## src/rtl/fgr_pkg.sv

```systemverilog
// Shared constants and helpers for the fine granularity refresh pair
// Behaviour
// - Rate mode code: 000/001/010 fixed, 101/110 on-the-fly
// - On-the-fly modes take bg0 per refresh: high is faster
// - Fixed modes issue only their own refresh rate
// - On-the-fly modes mix normal with double or quad
// - Double and quad intervals are base/2, base/4
// - Each hotter temperature band halves the interval again
// - Cycle times 350, 260, 160 ns block commands
// - New rate values apply from the change onward
// - Each refresh imposes its own rate's timing
// - Double-rate count even before rate-changing write
// - Even double-rate count between two normal refreshes
// - Quad-rate count multiple of four before change
// - Quad-rate multiple of four between normal refreshes
// - Fixed 1x free; same-rate fixed/on-the-fly switch allowed
// - Temperature-controlled refresh demands code 000
// - Self refresh entry accepted in any rate
// - Odd double count before entry owes extras
// - Non-multiple quad count before entry owes extras
// - Post-exit extras do not restart interval timing
// - Post-exit extras tracked apart from postponement
package fgr_pkg;
	// Rate mode codes
	localparam logic [2:0] MODE_FIXED_1X = 3'h0;
	localparam logic [2:0] MODE_FIXED_2X = 3'h1;
	localparam logic [2:0] MODE_FIXED_4X = 3'h2;
	localparam logic [2:0] MODE_OTF_1X2X = 3'h5;
	localparam logic [2:0] MODE_OTF_1X4X = 3'h6;
	// Refresh rate encodings, also the interval shift
	localparam logic [1:0] RATE_NORMAL = 2'h0;
	localparam logic [1:0] RATE_DOUBLE = 2'h1;
	localparam logic [1:0] RATE_QUAD = 2'h2;
	// Timing in its own units
	localparam int CLK_PERIOD_NS = 50;
	localparam int BASE_INTERVAL_NS = 7800;
	localparam int CYCLE_TIME_NORMAL_NS = 350;
	localparam int CYCLE_TIME_DOUBLE_NS = 260;
	localparam int CYCLE_TIME_QUAD_NS = 160;
	// Cycle counts, least times rounded up
	localparam logic [3:0] CYC_NORMAL = 4'((CYCLE_TIME_NORMAL_NS + CLK_PERIOD_NS - 1) / CLK_PERIOD_NS);
	localparam logic [3:0] CYC_DOUBLE = 4'((CYCLE_TIME_DOUBLE_NS + CLK_PERIOD_NS - 1) / CLK_PERIOD_NS);
	localparam logic [3:0] CYC_QUAD = 4'((CYCLE_TIME_QUAD_NS + CLK_PERIOD_NS - 1) / CLK_PERIOD_NS);
	// Register offsets of the controller
	localparam logic [7:0] OFS_CTRL = 8'h00;
	localparam logic [7:0] OFS_CMD = 8'h04;
	localparam logic [7:0] OFS_STATUS = 8'h08;
	localparam logic [7:0] OFS_INTERVAL = 8'h0C;
	// Field positions
	localparam int CTRL_MODE_LSB = 0;
	localparam int CTRL_TCR_BIT = 3;
	localparam int CTRL_BAND_LSB = 4;
	localparam int CMD_MRS_BIT = 0;
	localparam int CMD_REF_NORMAL_BIT = 1;
	localparam int CMD_REF_FAST_BIT = 2;
	localparam int CMD_SRE_BIT = 3;
	localparam int CMD_SRX_BIT = 4;
	localparam int ST_BUSY_BIT = 0;
	localparam int ST_SR_BIT = 1;
	localparam int ST_REFUSED_BIT = 2;
	localparam int ST_DUE_BIT = 3;
	localparam int ST_OWED_LSB = 4;
	localparam int ST_MODE_LSB = 8;
	localparam int ST_TCR_BIT = 11;
	localparam int ST_DEV_ERR_BIT = 12;
	// Values after reset
	localparam logic [2:0] MODE_RESET = MODE_FIXED_1X;
	localparam logic [7:0] INTERVAL_RESET = 8'h00;

	// Reserved codes
	function automatic logic mode_reserved(input logic [2:0] m);
		return !(m == MODE_FIXED_1X || m == MODE_FIXED_2X || m == MODE_FIXED_4X ||
			m == MODE_OTF_1X2X || m == MODE_OTF_1X4X);
	endfunction

	// Fast rate family of a mode
	function automatic logic [1:0] mode_family(input logic [2:0] m);
		logic [1:0] f;
		f = m[1:0];
		if (m == MODE_OTF_1X2X) f = RATE_DOUBLE;
		if (m == MODE_OTF_1X4X) f = RATE_QUAD;
		return f;
	endfunction

	// Rate of one refresh command
	function automatic logic [1:0] ref_rate(input logic [2:0] m, input logic bg0);
		logic [1:0] r;
		r = mode_family(m);
		if (m[2] && !bg0) r = RATE_NORMAL;
		return r;
	endfunction

	// Count of fast refreshes is whole
	function automatic logic count_aligned(input logic [1:0] fam, input logic [1:0] cnt);
		logic a;
		a = 1'b1;
		if (fam == RATE_DOUBLE) a = !cnt[0];
		if (fam == RATE_QUAD) a = (cnt == 2'h0);
		return a;
	endfunction

	// Refresh cycle time in clocks
	function automatic logic [3:0] cycle_time(input logic [1:0] r);
		logic [3:0] c;
		c = CYC_NORMAL;
		if (r == RATE_DOUBLE) c = CYC_DOUBLE;
		if (r == RATE_QUAD) c = CYC_QUAD;
		return c;
	endfunction

	// Average interval in clocks, rounded down
	function automatic logic [7:0] interval_cycles(input logic [1:0] r, input logic [1:0] band);
		int v;
		v = (BASE_INTERVAL_NS >> (int'(r) + int'(band))) / CLK_PERIOD_NS;
		if (v < 1) v = 1;
		return 8'(v);
	endfunction
endpackage
```

## src/rtl/fgr_link_if.sv

```systemverilog
// Command link between refresh controller and DRAM end
`timescale 1ns/10ps
interface fgr_link_if;
	logic cmd_mrs; // Mode register write pulse
	logic [2:0] cmd_mode; // Rate mode code with the write
	logic cmd_tcr; // Temperature-controlled refresh with the write
	logic cmd_ref; // Refresh pulse
	logic cmd_bg0; // Rate select with the refresh
	logic cmd_sre; // Self refresh entry pulse
	logic cmd_srx; // Self refresh exit pulse
	logic dev_busy; // Device inside a refresh cycle
	logic dev_err; // Device saw an illegal sequence

	modport ctrl (output cmd_mrs, cmd_mode, cmd_tcr, cmd_ref, cmd_bg0, cmd_sre, cmd_srx,
		input dev_busy, dev_err);
	modport dram (input cmd_mrs, cmd_mode, cmd_tcr, cmd_ref, cmd_bg0, cmd_sre, cmd_srx,
		output dev_busy, dev_err);
endinterface

```

## src/rtl/fgr_ctrl_end.sv

```systemverilog
// Controller end: APB registers, legal refresh sequencing, interval timer
`timescale 1ns/10ps
module fgr_ctrl_end #(
	parameter int ADDR_W = 8 // APB address width
) (
	// Clock and reset
	input wire logic sys_clk_i,
	input wire logic reset_i,
	// APB slave
	input wire logic psel_i,
	input wire logic penable_i,
	input wire logic pwrite_i,
	input wire logic [ADDR_W-1:0] paddr_i,
	input wire logic [31:0] pwdata_i,
	output logic [31:0] prdata_o,
	output logic pready_o,
	output logic pslverr_o,
	// Link
	fgr_link_if.ctrl link
);
	// Width check
	if (ADDR_W < 8) begin : g_addr_check
		$error("ADDR_W must be at least 8");
	end

	logic [2:0] ctl_mode_reg, ctl_mode_next; // Requested rate mode
	logic ctl_tcr_reg, ctl_tcr_next; // Requested temperature-controlled refresh
	logic [1:0] band_reg, band_next; // Temperature band
	logic [2:0] mode_reg, mode_next; // Active rate mode
	logic tcr_reg, tcr_next; // Active temperature-controlled refresh
	logic [3:0] busy_reg, busy_next; // Cycle time left
	logic sr_reg, sr_next; // In self refresh
	logic refused_reg, refused_next; // Sticky refused flag
	logic due_reg, due_next; // Interval elapsed
	logic [7:0] ivl_reg, ivl_next; // Interval countdown
	logic [2:0] owed_reg, owed_next; // Post-exit extras owed
	logic [1:0] cnt_mrs_reg, cnt_mrs_next; // Fast refreshes since rate write
	logic [1:0] cnt_seg_reg, cnt_seg_next; // Fast refreshes since normal one
	logic [1:0] cnt_sr_reg, cnt_sr_next; // Fast refreshes since exit
	logic mrs_reg, mrs_next; // Link pulses
	logic ref_reg, ref_next;
	logic sre_reg, sre_next;
	logic srx_reg, srx_next;
	logic bg0_reg, bg0_next; // Rate select with refresh
	logic [31:0] rdata_reg, rdata_next; // APB read data
	logic ready_reg, ready_next; // APB ready
	logic err_reg, err_next; // APB slave error
	logic wr_fire; // Write takes effect
	logic cmd_wr; // Write to the command register
	logic [1:0] fam; // Family of the active mode
	logic [1:0] rr; // Rate of a refresh being issued
	logic ok; // Command is legal
	logic addr_hit; // Mapped address
	logic [7:0] ofs; // Low address byte

	// APB access phase and decode
	always_comb begin
		ofs = paddr_i[7:0];
		// Upper address bits by shift, so that ADDR_W of 8 needs no empty slice
		addr_hit = ((paddr_i >> 8) == '0) && (ofs == fgr_pkg::OFS_CTRL || ofs == fgr_pkg::OFS_CMD ||
			ofs == fgr_pkg::OFS_STATUS || ofs == fgr_pkg::OFS_INTERVAL);
		wr_fire = psel_i && penable_i && ready_reg && pwrite_i && addr_hit;
		cmd_wr = wr_fire && (ofs == fgr_pkg::OFS_CMD);
		ready_next = psel_i && !penable_i;
		err_next = psel_i && !penable_i && !addr_hit;
		rdata_next = 32'h0;
		if (psel_i && !penable_i && !pwrite_i) begin
			unique case (ofs)
				fgr_pkg::OFS_CTRL: begin
					rdata_next[fgr_pkg::CTRL_MODE_LSB +: 3] = ctl_mode_reg;
					rdata_next[fgr_pkg::CTRL_TCR_BIT] = ctl_tcr_reg;
					rdata_next[fgr_pkg::CTRL_BAND_LSB +: 2] = band_reg;
				end
				fgr_pkg::OFS_STATUS: begin
					rdata_next[fgr_pkg::ST_BUSY_BIT] = (busy_reg != 4'h0);
					rdata_next[fgr_pkg::ST_SR_BIT] = sr_reg;
					rdata_next[fgr_pkg::ST_REFUSED_BIT] = refused_reg;
					rdata_next[fgr_pkg::ST_DUE_BIT] = due_reg;
					rdata_next[fgr_pkg::ST_OWED_LSB +: 3] = owed_reg;
					rdata_next[fgr_pkg::ST_MODE_LSB +: 3] = mode_reg;
					rdata_next[fgr_pkg::ST_TCR_BIT] = tcr_reg;
					rdata_next[fgr_pkg::ST_DEV_ERR_BIT] = link.dev_err;
				end
				fgr_pkg::OFS_INTERVAL: rdata_next[7:0] = ivl_reg;
				default: rdata_next = 32'h0;
			endcase
		end
	end

	// Command sequencing and refresh bookkeeping
	always_comb begin
		ctl_mode_next = ctl_mode_reg;
		ctl_tcr_next = ctl_tcr_reg;
		band_next = band_reg;
		mode_next = mode_reg;
		tcr_next = tcr_reg;
		sr_next = sr_reg;
		owed_next = owed_reg;
		cnt_mrs_next = cnt_mrs_reg;
		cnt_seg_next = cnt_seg_reg;
		cnt_sr_next = cnt_sr_reg;
		refused_next = refused_reg;
		mrs_next = 1'b0;
		ref_next = 1'b0;
		sre_next = 1'b0;
		srx_next = 1'b0;
		bg0_next = bg0_reg;
		busy_next = (busy_reg != 4'h0) ? busy_reg - 4'h1 : 4'h0;
		ivl_next = (ivl_reg != 8'h0 && !sr_reg) ? ivl_reg - 8'h1 : ivl_reg;
		due_next = due_reg || (ivl_reg == 8'h1 && !sr_reg);
		fam = fgr_pkg::mode_family(mode_reg);
		rr = fgr_pkg::RATE_NORMAL;
		ok = (busy_reg == 4'h0);
		// Control register
		if (wr_fire && ofs == fgr_pkg::OFS_CTRL) begin
			ctl_mode_next = pwdata_i[fgr_pkg::CTRL_MODE_LSB +: 3];
			ctl_tcr_next = pwdata_i[fgr_pkg::CTRL_TCR_BIT];
			band_next = pwdata_i[fgr_pkg::CTRL_BAND_LSB +: 2];
		end
		// Write one clears refused
		if (wr_fire && ofs == fgr_pkg::OFS_STATUS && pwdata_i[fgr_pkg::ST_REFUSED_BIT]) refused_next = 1'b0;
		if (cmd_wr) begin
			if (pwdata_i[fgr_pkg::CMD_MRS_BIT]) begin
				// Rate mode write
				if (sr_reg || fgr_pkg::mode_reserved(ctl_mode_reg)) ok = 1'b0;
				if (ctl_tcr_reg && ctl_mode_reg != fgr_pkg::MODE_FIXED_1X) ok = 1'b0;
				if (fgr_pkg::mode_family(ctl_mode_reg) != fam &&
					!fgr_pkg::count_aligned(fam, cnt_mrs_reg)) ok = 1'b0;
				if (ok) begin
					mrs_next = 1'b1;
					mode_next = ctl_mode_reg;
					tcr_next = ctl_tcr_reg;
					if (fgr_pkg::mode_family(ctl_mode_reg) != fam) begin
						cnt_mrs_next = 2'h0;
						cnt_seg_next = 2'h0;
						cnt_sr_next = 2'h0;
					end
				end
			end else if (pwdata_i[fgr_pkg::CMD_REF_NORMAL_BIT] || pwdata_i[fgr_pkg::CMD_REF_FAST_BIT]) begin
				// Refresh of chosen rate
				rr = pwdata_i[fgr_pkg::CMD_REF_NORMAL_BIT] ? fgr_pkg::RATE_NORMAL : fam;
				if (sr_reg) ok = 1'b0;
				if (rr == fgr_pkg::RATE_NORMAL && fam != fgr_pkg::RATE_NORMAL && !mode_reg[2]) ok = 1'b0;
				if (pwdata_i[fgr_pkg::CMD_REF_NORMAL_BIT] == 1'b0 && fam == fgr_pkg::RATE_NORMAL) ok = 1'b0;
				if (rr == fgr_pkg::RATE_NORMAL && !fgr_pkg::count_aligned(fam, cnt_seg_reg)) ok = 1'b0;
				if (ok) begin
					ref_next = 1'b1;
					bg0_next = (rr != fgr_pkg::RATE_NORMAL);
					busy_next = fgr_pkg::cycle_time(rr);
					// Extras after exit leave the interval alone
					if (owed_reg == 3'h0) begin
						ivl_next = fgr_pkg::interval_cycles(rr, band_reg);
						due_next = 1'b0;
					end
					if (rr == fgr_pkg::RATE_NORMAL) begin
						cnt_seg_next = 2'h0;
						cnt_sr_next = 2'h0;
						owed_next = 3'h0;
					end else begin
						cnt_mrs_next = cnt_mrs_reg + 2'h1;
						cnt_seg_next = cnt_seg_reg + 2'h1;
						cnt_sr_next = cnt_sr_reg + 2'h1;
						if (owed_reg != 3'h0) owed_next = owed_reg - 3'h1;
					end
				end
			end else if (pwdata_i[fgr_pkg::CMD_SRE_BIT]) begin
				// Entry in any rate
				if (sr_reg) ok = 1'b0;
				if (ok) begin
					sre_next = 1'b1;
					sr_next = 1'b1;
					if (!fgr_pkg::count_aligned(fam, cnt_sr_reg)) begin
						owed_next = (fam == fgr_pkg::RATE_QUAD) ? 3'h4 : 3'h2;
					end
				end
			end else if (pwdata_i[fgr_pkg::CMD_SRX_BIT]) begin
				// Exit
				if (!sr_reg) ok = 1'b0;
				if (ok) begin
					srx_next = 1'b1;
					sr_next = 1'b0;
					cnt_sr_next = 2'h0;
				end
			end else begin
				ok = 1'b0;
			end
			// Refusal sets over a same-cycle clear
			if (!ok) refused_next = 1'b1;
		end
	end

	// Registers
	always_ff @(posedge sys_clk_i or posedge reset_i) begin
		if (reset_i) begin
			ctl_mode_reg <= fgr_pkg::MODE_RESET;
			ctl_tcr_reg <= 1'b0;
			band_reg <= 2'h0;
			mode_reg <= fgr_pkg::MODE_RESET;
			tcr_reg <= 1'b0;
			busy_reg <= 4'h0;
			sr_reg <= 1'b0;
			refused_reg <= 1'b0;
			due_reg <= 1'b0;
			ivl_reg <= fgr_pkg::INTERVAL_RESET;
			owed_reg <= 3'h0;
			cnt_mrs_reg <= 2'h0;
			cnt_seg_reg <= 2'h0;
			cnt_sr_reg <= 2'h0;
			mrs_reg <= 1'b0;
			ref_reg <= 1'b0;
			sre_reg <= 1'b0;
			srx_reg <= 1'b0;
			bg0_reg <= 1'b0;
			rdata_reg <= 32'h0;
			ready_reg <= 1'b0;
			err_reg <= 1'b0;
		end else begin
			ctl_mode_reg <= ctl_mode_next;
			ctl_tcr_reg <= ctl_tcr_next;
			band_reg <= band_next;
			mode_reg <= mode_next;
			tcr_reg <= tcr_next;
			busy_reg <= busy_next;
			sr_reg <= sr_next;
			refused_reg <= refused_next;
			due_reg <= due_next;
			ivl_reg <= ivl_next;
			owed_reg <= owed_next;
			cnt_mrs_reg <= cnt_mrs_next;
			cnt_seg_reg <= cnt_seg_next;
			cnt_sr_reg <= cnt_sr_next;
			mrs_reg <= mrs_next;
			ref_reg <= ref_next;
			sre_reg <= sre_next;
			srx_reg <= srx_next;
			bg0_reg <= bg0_next;
			rdata_reg <= rdata_next;
			ready_reg <= ready_next;
			err_reg <= err_next;
		end
	end

	// Outputs from flops
	assign prdata_o = rdata_reg;
	assign pready_o = ready_reg;
	assign pslverr_o = err_reg;
	assign link.cmd_mrs = mrs_reg;
	assign link.cmd_mode = mode_reg;
	assign link.cmd_tcr = tcr_reg;
	assign link.cmd_ref = ref_reg;
	assign link.cmd_bg0 = bg0_reg;
	assign link.cmd_sre = sre_reg;
	assign link.cmd_srx = srx_reg;
endmodule // fgr_ctrl_end

```

## src/flat_wrapper.sv

```systemverilog
// flat-port wrapper written by rule: the top's interface ports become plain ports
module fgr_ctrl_end_flat 
#(
	parameter int ADDR_W = 8                     
)
  (sys_clk_i, reset_i, psel_i, penable_i, pwrite_i, paddr_i, pwdata_i, prdata_o, pready_o, pslverr_o, link_cmd_mrs, link_cmd_mode, link_cmd_tcr, link_cmd_ref, link_cmd_bg0, link_cmd_sre, link_cmd_srx, link_dev_busy, link_dev_err);
  fgr_link_if link_i ();
  input wire logic sys_clk_i;
  input wire logic reset_i;
  input wire logic psel_i;
  input wire logic penable_i;
  input wire logic pwrite_i;
  input wire logic [ADDR_W-1:0] paddr_i;
  input wire logic [31:0] pwdata_i;
  output logic [31:0] prdata_o;
  output logic pready_o;
  output logic pslverr_o;
  output wire logic [$bits(link_i.cmd_mrs)-1:0] link_cmd_mrs;
  output wire logic [$bits(link_i.cmd_mode)-1:0] link_cmd_mode;
  output wire logic [$bits(link_i.cmd_tcr)-1:0] link_cmd_tcr;
  output wire logic [$bits(link_i.cmd_ref)-1:0] link_cmd_ref;
  output wire logic [$bits(link_i.cmd_bg0)-1:0] link_cmd_bg0;
  output wire logic [$bits(link_i.cmd_sre)-1:0] link_cmd_sre;
  output wire logic [$bits(link_i.cmd_srx)-1:0] link_cmd_srx;
  input wire logic [$bits(link_i.dev_busy)-1:0] link_dev_busy;
  input wire logic [$bits(link_i.dev_err)-1:0] link_dev_err;
  assign link_cmd_mrs = link_i.cmd_mrs;
  assign link_cmd_mode = link_i.cmd_mode;
  assign link_cmd_tcr = link_i.cmd_tcr;
  assign link_cmd_ref = link_i.cmd_ref;
  assign link_cmd_bg0 = link_i.cmd_bg0;
  assign link_cmd_sre = link_i.cmd_sre;
  assign link_cmd_srx = link_i.cmd_srx;
  assign link_i.dev_busy = link_dev_busy;
  assign link_i.dev_err = link_dev_err;
  fgr_ctrl_end #(.ADDR_W(ADDR_W)) u_core (.sys_clk_i(sys_clk_i), .reset_i(reset_i), .psel_i(psel_i), .penable_i(penable_i), .pwrite_i(pwrite_i), .paddr_i(paddr_i), .pwdata_i(pwdata_i), .prdata_o(prdata_o), .pready_o(pready_o), .pslverr_o(pslverr_o), .link(link_i));
endmodule
```

## config.mk

```make
export PLATFORM = sky130hd
export DESIGN_NAME = fgr_ctrl_end_flat
export DESIGN_NICKNAME = d
export VERILOG_FILES = /design/src/rtl/fgr_pkg.sv /design/src/rtl/fgr_link_if.sv /design/src/rtl/fgr_ctrl_end.sv /design/src/flat_wrapper.sv
export SDC_FILE = /design/constraint.sdc
export NUM_CORES = 1
export LEC_CHECK = 0
export ABC_AREA = 1
export BUFFER_PORTS_ARGS = -buffer_cell sky130_fd_sc_hd__buf_2
export CAP_MARGIN = 20
export CORE_MARGIN = 4
export CORE_UTILIZATION = 30
export CTS_BUF_LIST = sky130_fd_sc_hd__clkbuf_8
export DETAILED_ROUTE_END_ITERATION = 8
export PLACE_DENSITY = 0.58
export RECOVER_POWER = 25
export SYNTH_ARGS = -nofsm -noshare
export SYNTH_HDL_FRONTEND = slang
export SYNTH_SLANG_ARGS = --single-unit
```

## constraint.sdc

```tcl
create_clock -name sys_clk_i -period 6.78 [get_ports sys_clk_i]
set_clock_uncertainty 0.2 [all_clocks]
set_input_delay 2.034 -clock sys_clk_i [delete_from_list [all_inputs] [get_ports sys_clk_i]]
set_output_delay 2.034 -clock sys_clk_i [all_outputs]
set_load 0.01 [all_outputs]
```

Yosys cells after proc, flatten, opt, wreduce, memory -nomap -nowiden
Index checks and enable logic that the tools add are counted.
{ "totals": {"in_bits": 47, "out_inout_bits": 43, "ff_bits": 73, "elab_cells": 257} }
{ "classes": {"addsub": 7, "div_mod_pow": 1, "n_bitwise": 3, "n_mux": 127, "reduce_logical": 70, "shift": 1, "eq_ne": 25, "magnitude_cmp": 1} }
{ "op_table": {"columns": ["op", "n"], "rows": [
  ["$mux W1", 75],
  ["$mux W2", 28],
  ["$mux W8", 7],
  ["$div A32 B7 Y32 const B", 1],
  ["$lt A32 B2 Y1 const B", 1],
  ["$shr A13 B32 Y32 const A", 1],
  ["$mux W3", 8],
  ["$mux W4", 5],
  ["$logic_and A1 B1 Y1", 19],
  ["$pmux W6 S3", 1],
  ["$eq A8 B4 Y1 const B", 2],
  ["$reduce_bool A2 Y1", 8],
  ["$reduce_and A7 Y1", 2],
  ["$mux W13", 1],
  ["$eq A3 B3 Y1 const B", 4],
  ["$reduce_and A6 Y1", 2],
  ["$reduce_bool A3 Y1", 4],
  ["$logic_not A1 Y1", 11],
  ["$logic_not A2 Y1", 5],
  ["$logic_or A1 B1 Y1", 10],
  ["$eq A8 B1 Y1 const B", 1],
  ["$eq A8 B3 Y1 const B", 1],
  ["$logic_not A8 Y1", 1],
  ["$ne A2 B1 Y1 const B", 4],
  ["23 further kinds", 33]
]} }

Logic depth before layout (Yosys ltp)
{ "depth": {"ltp_word": 20, "depth_mapped": 48, "ltp_nobuf": 48} }

Least setup slack after synthesis
Ideal clock, no wire load.
{ "synth_timing": {"path_type": "input-to-reg", "startpoint": "in pwdata_i[1]", "endpoint": "reg u_core.ivl_reg[3]", "arrival_time_ns": 6.628, "path_slack_ns": -0.126, "required_ns": 6.503, "path_stages": 40, "setup_ns": 0.077, "path_buffers": 1, "cell_sequence": "nor2_1 ha_1 inv_1 fa_1 ha_1 ha_1 inv_2 nor2_2 nand2_1 nand2_2 nor2_4 nand2_4 nand2_4 nand2_1 nand3_2 nor2_4 nand3_1 nand2_2 (+4 left out) nand3_1 nor2_1 nand2_2 nand3_1 nor2_1 nand3_2 nand3_2 buf_6 nand2_1 xor2_1 nand3_1 nand3_1 nand2_1 nand4_1 nand2_1 nand2_2 nand2_1 a21oi_1"} }
{ "synth_via": {"elab_chain_len": 14, "elab_cells_between_ends": 24, "classes_between": "add/sub (1); div (1); order compare (1); shift (1); mux (13); bitwise (1); reduce/logical (6)"} }
{ "synth_lines": {"columns": ["item", "line", "text"], "rows": [
  ["start: declaration", "flat_wrapper.sv:14", "input wire logic [31:0] pwdata_i;"],
  ["branches (longest 11 deep; another with $div A32 B7 Y32)", null, null],
  ["$mux W8 *", "fgr_ctrl_end.sv:139", "end else if (pwdata_i[fgr_pkg::CMD_REF_NORMAL_BIT] || pwdata_i[fgr_pkg::CMD_REF_FAST_BIT]) begin"],
  ["$mux W8 *", "fgr_ctrl_end.sv:123", "if (pwdata_i[fgr_pkg::CMD_MRS_BIT]) begin"],
  ["$mux W8 *", "fgr_ctrl_end.sv:122", "if (cmd_wr) begin"],
  ["named net u_core.ivl_next[3]", "fgr_ctrl_end.sv:35", "logic [7:0] ivl_reg, ivl_next;"],
  ["end signal: assignment", "fgr_ctrl_end.sv:204", "ivl_reg <= fgr_pkg::INTERVAL_RESET;"],
  ["end signal: assignment", "fgr_ctrl_end.sv:227", "ivl_reg <= ivl_next;"],
  ["end: declaration", "fgr_ctrl_end.sv:35", null]
]} }
Mark *: on every way through the listed nets, which the timed path passes. The select of a mux whose other input is x is not followed.
A chain may end at the register's enable or synchronous reset.

Worst setup path in the final report
Ends and elaborated chain as after synthesis.

==> impl_metrics.sql <==
INSERT INTO impl_metrics (metric_group, metric, value, unit) VALUES
('run_status', 'outcome', 'finished with violations', ''),
('run_status', 'violations_in_the_final_reports', 'capacitance limit, slew limit, setup timing', ''),
('placement', 'place.port_buffers', '43', ''),
('worst_setup_path', 'worst-setup-path-type', 'input pin to register', ''),
('yosys', 'ys_dominant_reg_cell', 'sky130_fd_sc_hd__dfrtp_1', ''),
('flow_run', 'cap_violations', '1', ''),
('placement', 'hpwlAfterDp', '9.25', 'mm'),
('clock_tree', 'clk_latency', '0.32', 'ns'),
('global_routing', 'global_route_wire_length_before_repair', '20.2', 'mm'),
('worst_setup_path', 'critical_path.startpoint', 'pwdata_i[1]', ''),
('yosys', 'syn-mean-instance-area', '7.09', 'um2'),
('yosys', 'register_area_share_after_synthesis', '30.2', '%'),
('hold_path', 'timing.hold.worst_path_depth', '2', ''),
('layout', 'stdcell_count', '961', ''),
('worst_setup_path', 'slowest_stage', 'sky130_fd_sc_hd__fa_2', ''),
('yosys', 'post_synth_instance_area', '4480', 'um2'),
('layout', 'mostFrequentLayoutCell', 'sky130_fd_sc_hd__nand2_1', ''),
('placement', 'numPlacedInstances', '926', ''),
('sta', 'timing.final.crit_share', '102', '%'),
('worst_setup_path', 'cp_top_family', 'simple AND/OR/NAND/NOR gates', ''),
('routing', 'drt_first_iter_violations', '224', ''),
('clock_tree', 'root_buffer', 'sky130_fd_sc_hd__clkbuf_8', ''),
('yosys', 'asyncSetResetFlopFracSynth', '100', '%'),
('clock_tree', 'ctsHtreeMaxLevel', '2', ''),
('die', 'boundaryPins', '90', ''),
('layout', 'area.growth.synth_to_final', '35.8', '%'),
('sta', 'finalMaxSlewViolations', '55', ''),
('clock_tree', 'clock_tree_from_tritoncts', 'done', ''),
('routing', 'routed_wl', '12.3', 'mm'),
('die', 'core.rowCount', '44', ''),
('die', 'placeableCoreArea', '14600', 'um2'),
('layout', 'regArea', '1350', 'um2'),
('placement', 'globalplace.congestion', '0.853', ''),
('routing', 'routed-via-count', '4539', ''),
('worst_setup_path', 'buf_inv_on_cp', '6', ''),
('yosys', 'yosys.area.top_type_share', '30.2', '%'),
('clock_tree', 'clk_transition_reported_paths', '0.11', 'ns'),
('yosys', 'synth_enable_flop_cells', '0', ''),
('die', 'initial_core_util', '30.7', '%'),
('global_routing', 'track_usage', '14.4', '%'),
('worst_setup_path', 'rr_worst_depth', '41', ''),
('layout', 'layout.cells.most_common_list', '100 x sky130_fd_sc_hd__nand2_1, 93 x sky130_fd_sc_hd__inv_1, 91 x sky130_fd_sc_hd__buf_4, 56 x sky130_fd_sc_hd__nor2_1, 54 x sky130_fd_sc_hd__dfrtp_1', ''),
('yosys', 'synth_area_leaders', 'sky130_fd_sc_hd__dfrtp_1 30%, sky130_fd_sc_hd__nand2_1 9.9%, sky130_fd_sc_hd__inv_1 8.1%, sky130_fd_sc_hd__ha_1 7.0%, sky130_fd_sc_hd__nand3_1 5.6%', ''),
('die', 'die_area', '17000', 'um2'),
('worst_setup_path', 'timing.rr.start', 'u_core.link.cmd_mode[0]', ''),
('routing', 'drcViolationCount', '0', ''),
('worst_setup_path', 'reg2reg_slack', '1.11', 'ns'),
('worst_setup_path', 'worst_path_largest_cell_delay', '0.60', 'ns'),
('pwr', 'power_density', '180', 'nW/um2'),
('layout', 'number_of_flip_flops_under_the_largest_register_name', '13', ''),
('sta', 'rsz0062_at_grt', 'true', ''),
('pwr', 'leakage', '3.17', 'nW'),
('sta', 'post-route-worst-setup-slack', '-0.139', 'ns'),
('routing', 'routed_wire_length_per_instance', '12.8', 'um'),
('clock_tree', 'cts.path.max_buffers', '2', ''),
('worst_setup_path', 'timing.critical_path.mode_cell', 'sky130_fd_sc_hd__nand2_1', ''),
('hold_path', 'worstHoldPathType', 'register to register', ''),
('sta', 'setup_violations', '5', ''),
('die', 'chipWidth', '130', 'um'),
('hold_path', 'worst_hold_startpoint', 'u_core.cnt_sr_reg[0]', ''),
('yosys', 'yosys_warnings', '0', ''),
('layout', 'filler_cell_count', '1485', ''),
('worst_setup_path', 'worst_ep_arrival_time', '6.97', 'ns'),
('yosys', 'post-synth-top-area-cell', 'sky130_fd_sc_hd__dfrtp_1', ''),
('layout', 'n_antenna_cell', '0', ''),
('clock_tree', 'cts_sink_cnt', '54', ''),
('worst_setup_path', 'endpoint', 'u_core.ivl_reg[3]', ''),
('global_routing', 'antenna_violations_before_repair', '0', ''),
('sta', 'whs', '0.299', 'ns'),
('layout', 'finalNetCount', '849', ''),
('yosys', 'yosys.cell_types.count', '45', '');
==> layout make-up <==
cell class,count,share of cell area (%)
multi-input combinational,466,49.0
sequential,54,22.2
timing repair buffer,143,16.8
inverter,106,6.62
tap,184,3.78
clock buffer,5,1.13
clock inverter,3,0.473
==> where the power goes <==
part / switching (mW) / internal [mW] / total (mW)
registers: 0.0181 / 0.347 / 0.365
logic: 0.302 / 0.235 / 0.537
clock network: 0.118 / 0.0768 / 0.195
==> stage by stage <==
step | cell area (um2) | utilization [%] | TNS, ns | setup slack (ns) | power, mW
after global routing | 6090 | 41.7 | -1.90 | -0.422 | 1.18
after global placement | 5400 | 37.0 | -3.28 | -0.694 | 0.803
final | 6090 | 41.7 | -0.499 | -0.139 | 1.10
after detailed placement | 5400 | 37.0 | -3.53 | -0.740 | 0.806
after floorplan | 4560 | - | 0 | 0.000790 | 0.658
after CTS | 5810 | 39.8 | 0 | 0.00219 | 1.05
==> worst min path at each step <==
| stage | to | slack, ns |
|---|---|---|
| 2_1_floorplan | u_core.cnt_mrs_reg[0] | 0.25 |
| 3_3_place_gp | u_core.cnt_mrs_reg[1] | 0.27 |
| 3_5_place_dp | u_core.busy_reg[3] | 0.28 |
| 4_1_cts | u_core.cnt_seg_reg[1] | 0.31 |
| 5_1_grt | u_core.busy_reg[3] | 0.32 |
| 6_report | u_core.cnt_sr_reg[0] | 0.30 |
==> routing by layer <==
metal	vias to the layer above	track usage (%)	wire (um)	part of all wire (%)
li1	2305	-	-	-
met1	2141	19.6	5650	46
met2	80	24.5	5990	49
met3	13	1.56	462	3.8
met4	0	3.12	181	1.5
met5	-	0	0	0
==> cells in the mapped netlist (3+ instances only) <==
cell and count:
sky130_fd_sc_hd__a21oi_1 25, sky130_fd_sc_hd__buf_4 19, sky130_fd_sc_hd__clkbuf_1 4, sky130_fd_sc_hd__dfrtp_1 54, sky130_fd_sc_hd__ha_1 25, sky130_fd_sc_hd__inv_1 97
sky130_fd_sc_hd__inv_2 9, sky130_fd_sc_hd__nand2_1 118, sky130_fd_sc_hd__nand2_2 15, sky130_fd_sc_hd__nand2_4 8, sky130_fd_sc_hd__nand3_1 50, sky130_fd_sc_hd__nand3_2 5
sky130_fd_sc_hd__nand3b_1 4, sky130_fd_sc_hd__nand4_1 16, sky130_fd_sc_hd__nor2_1 64, sky130_fd_sc_hd__nor2_2 6, sky130_fd_sc_hd__nor2_4 4, sky130_fd_sc_hd__nor3_1 12
sky130_fd_sc_hd__nor3b_1 4, sky130_fd_sc_hd__nor4_1 4, sky130_fd_sc_hd__o21ai_0 35, sky130_fd_sc_hd__o21ai_1 3, sky130_fd_sc_hd__o22ai_1 9, sky130_fd_sc_hd__o31ai_1 3
sky130_fd_sc_hd__xor2_1 13
==> cells by family after synthesis <==
family	count (synthesis)	synth area share, %
and+or+nand+nor	314	34.7
buffers and inverters	131	12.9
AOI/OAI and AO/OA	89	11.3
DFF	54	30.2
adders and majority gates	26	7.43
xor gates and xnor gates	15	2.93
muxes	2	0.475
other	1	0.0837
==> tightest hold or removal path, stage by stage (launching register included) <==
cell	delay, ns
sky130_fd_sc_hd__dfrtp_1	0.36
sky130_fd_sc_hd__nand2_1	0.05
sky130_fd_sc_hd__o21ai_0	0.06
==> what timing repair did <==
action	CTS	global route
pin swaps	34	46
resized for setup	48	45
hold buffers	0	0
gates cloned	1	0
setup buffers	15	11
endpoints found under the setup margin	5	5
Power figures use the tool's default switching activity.
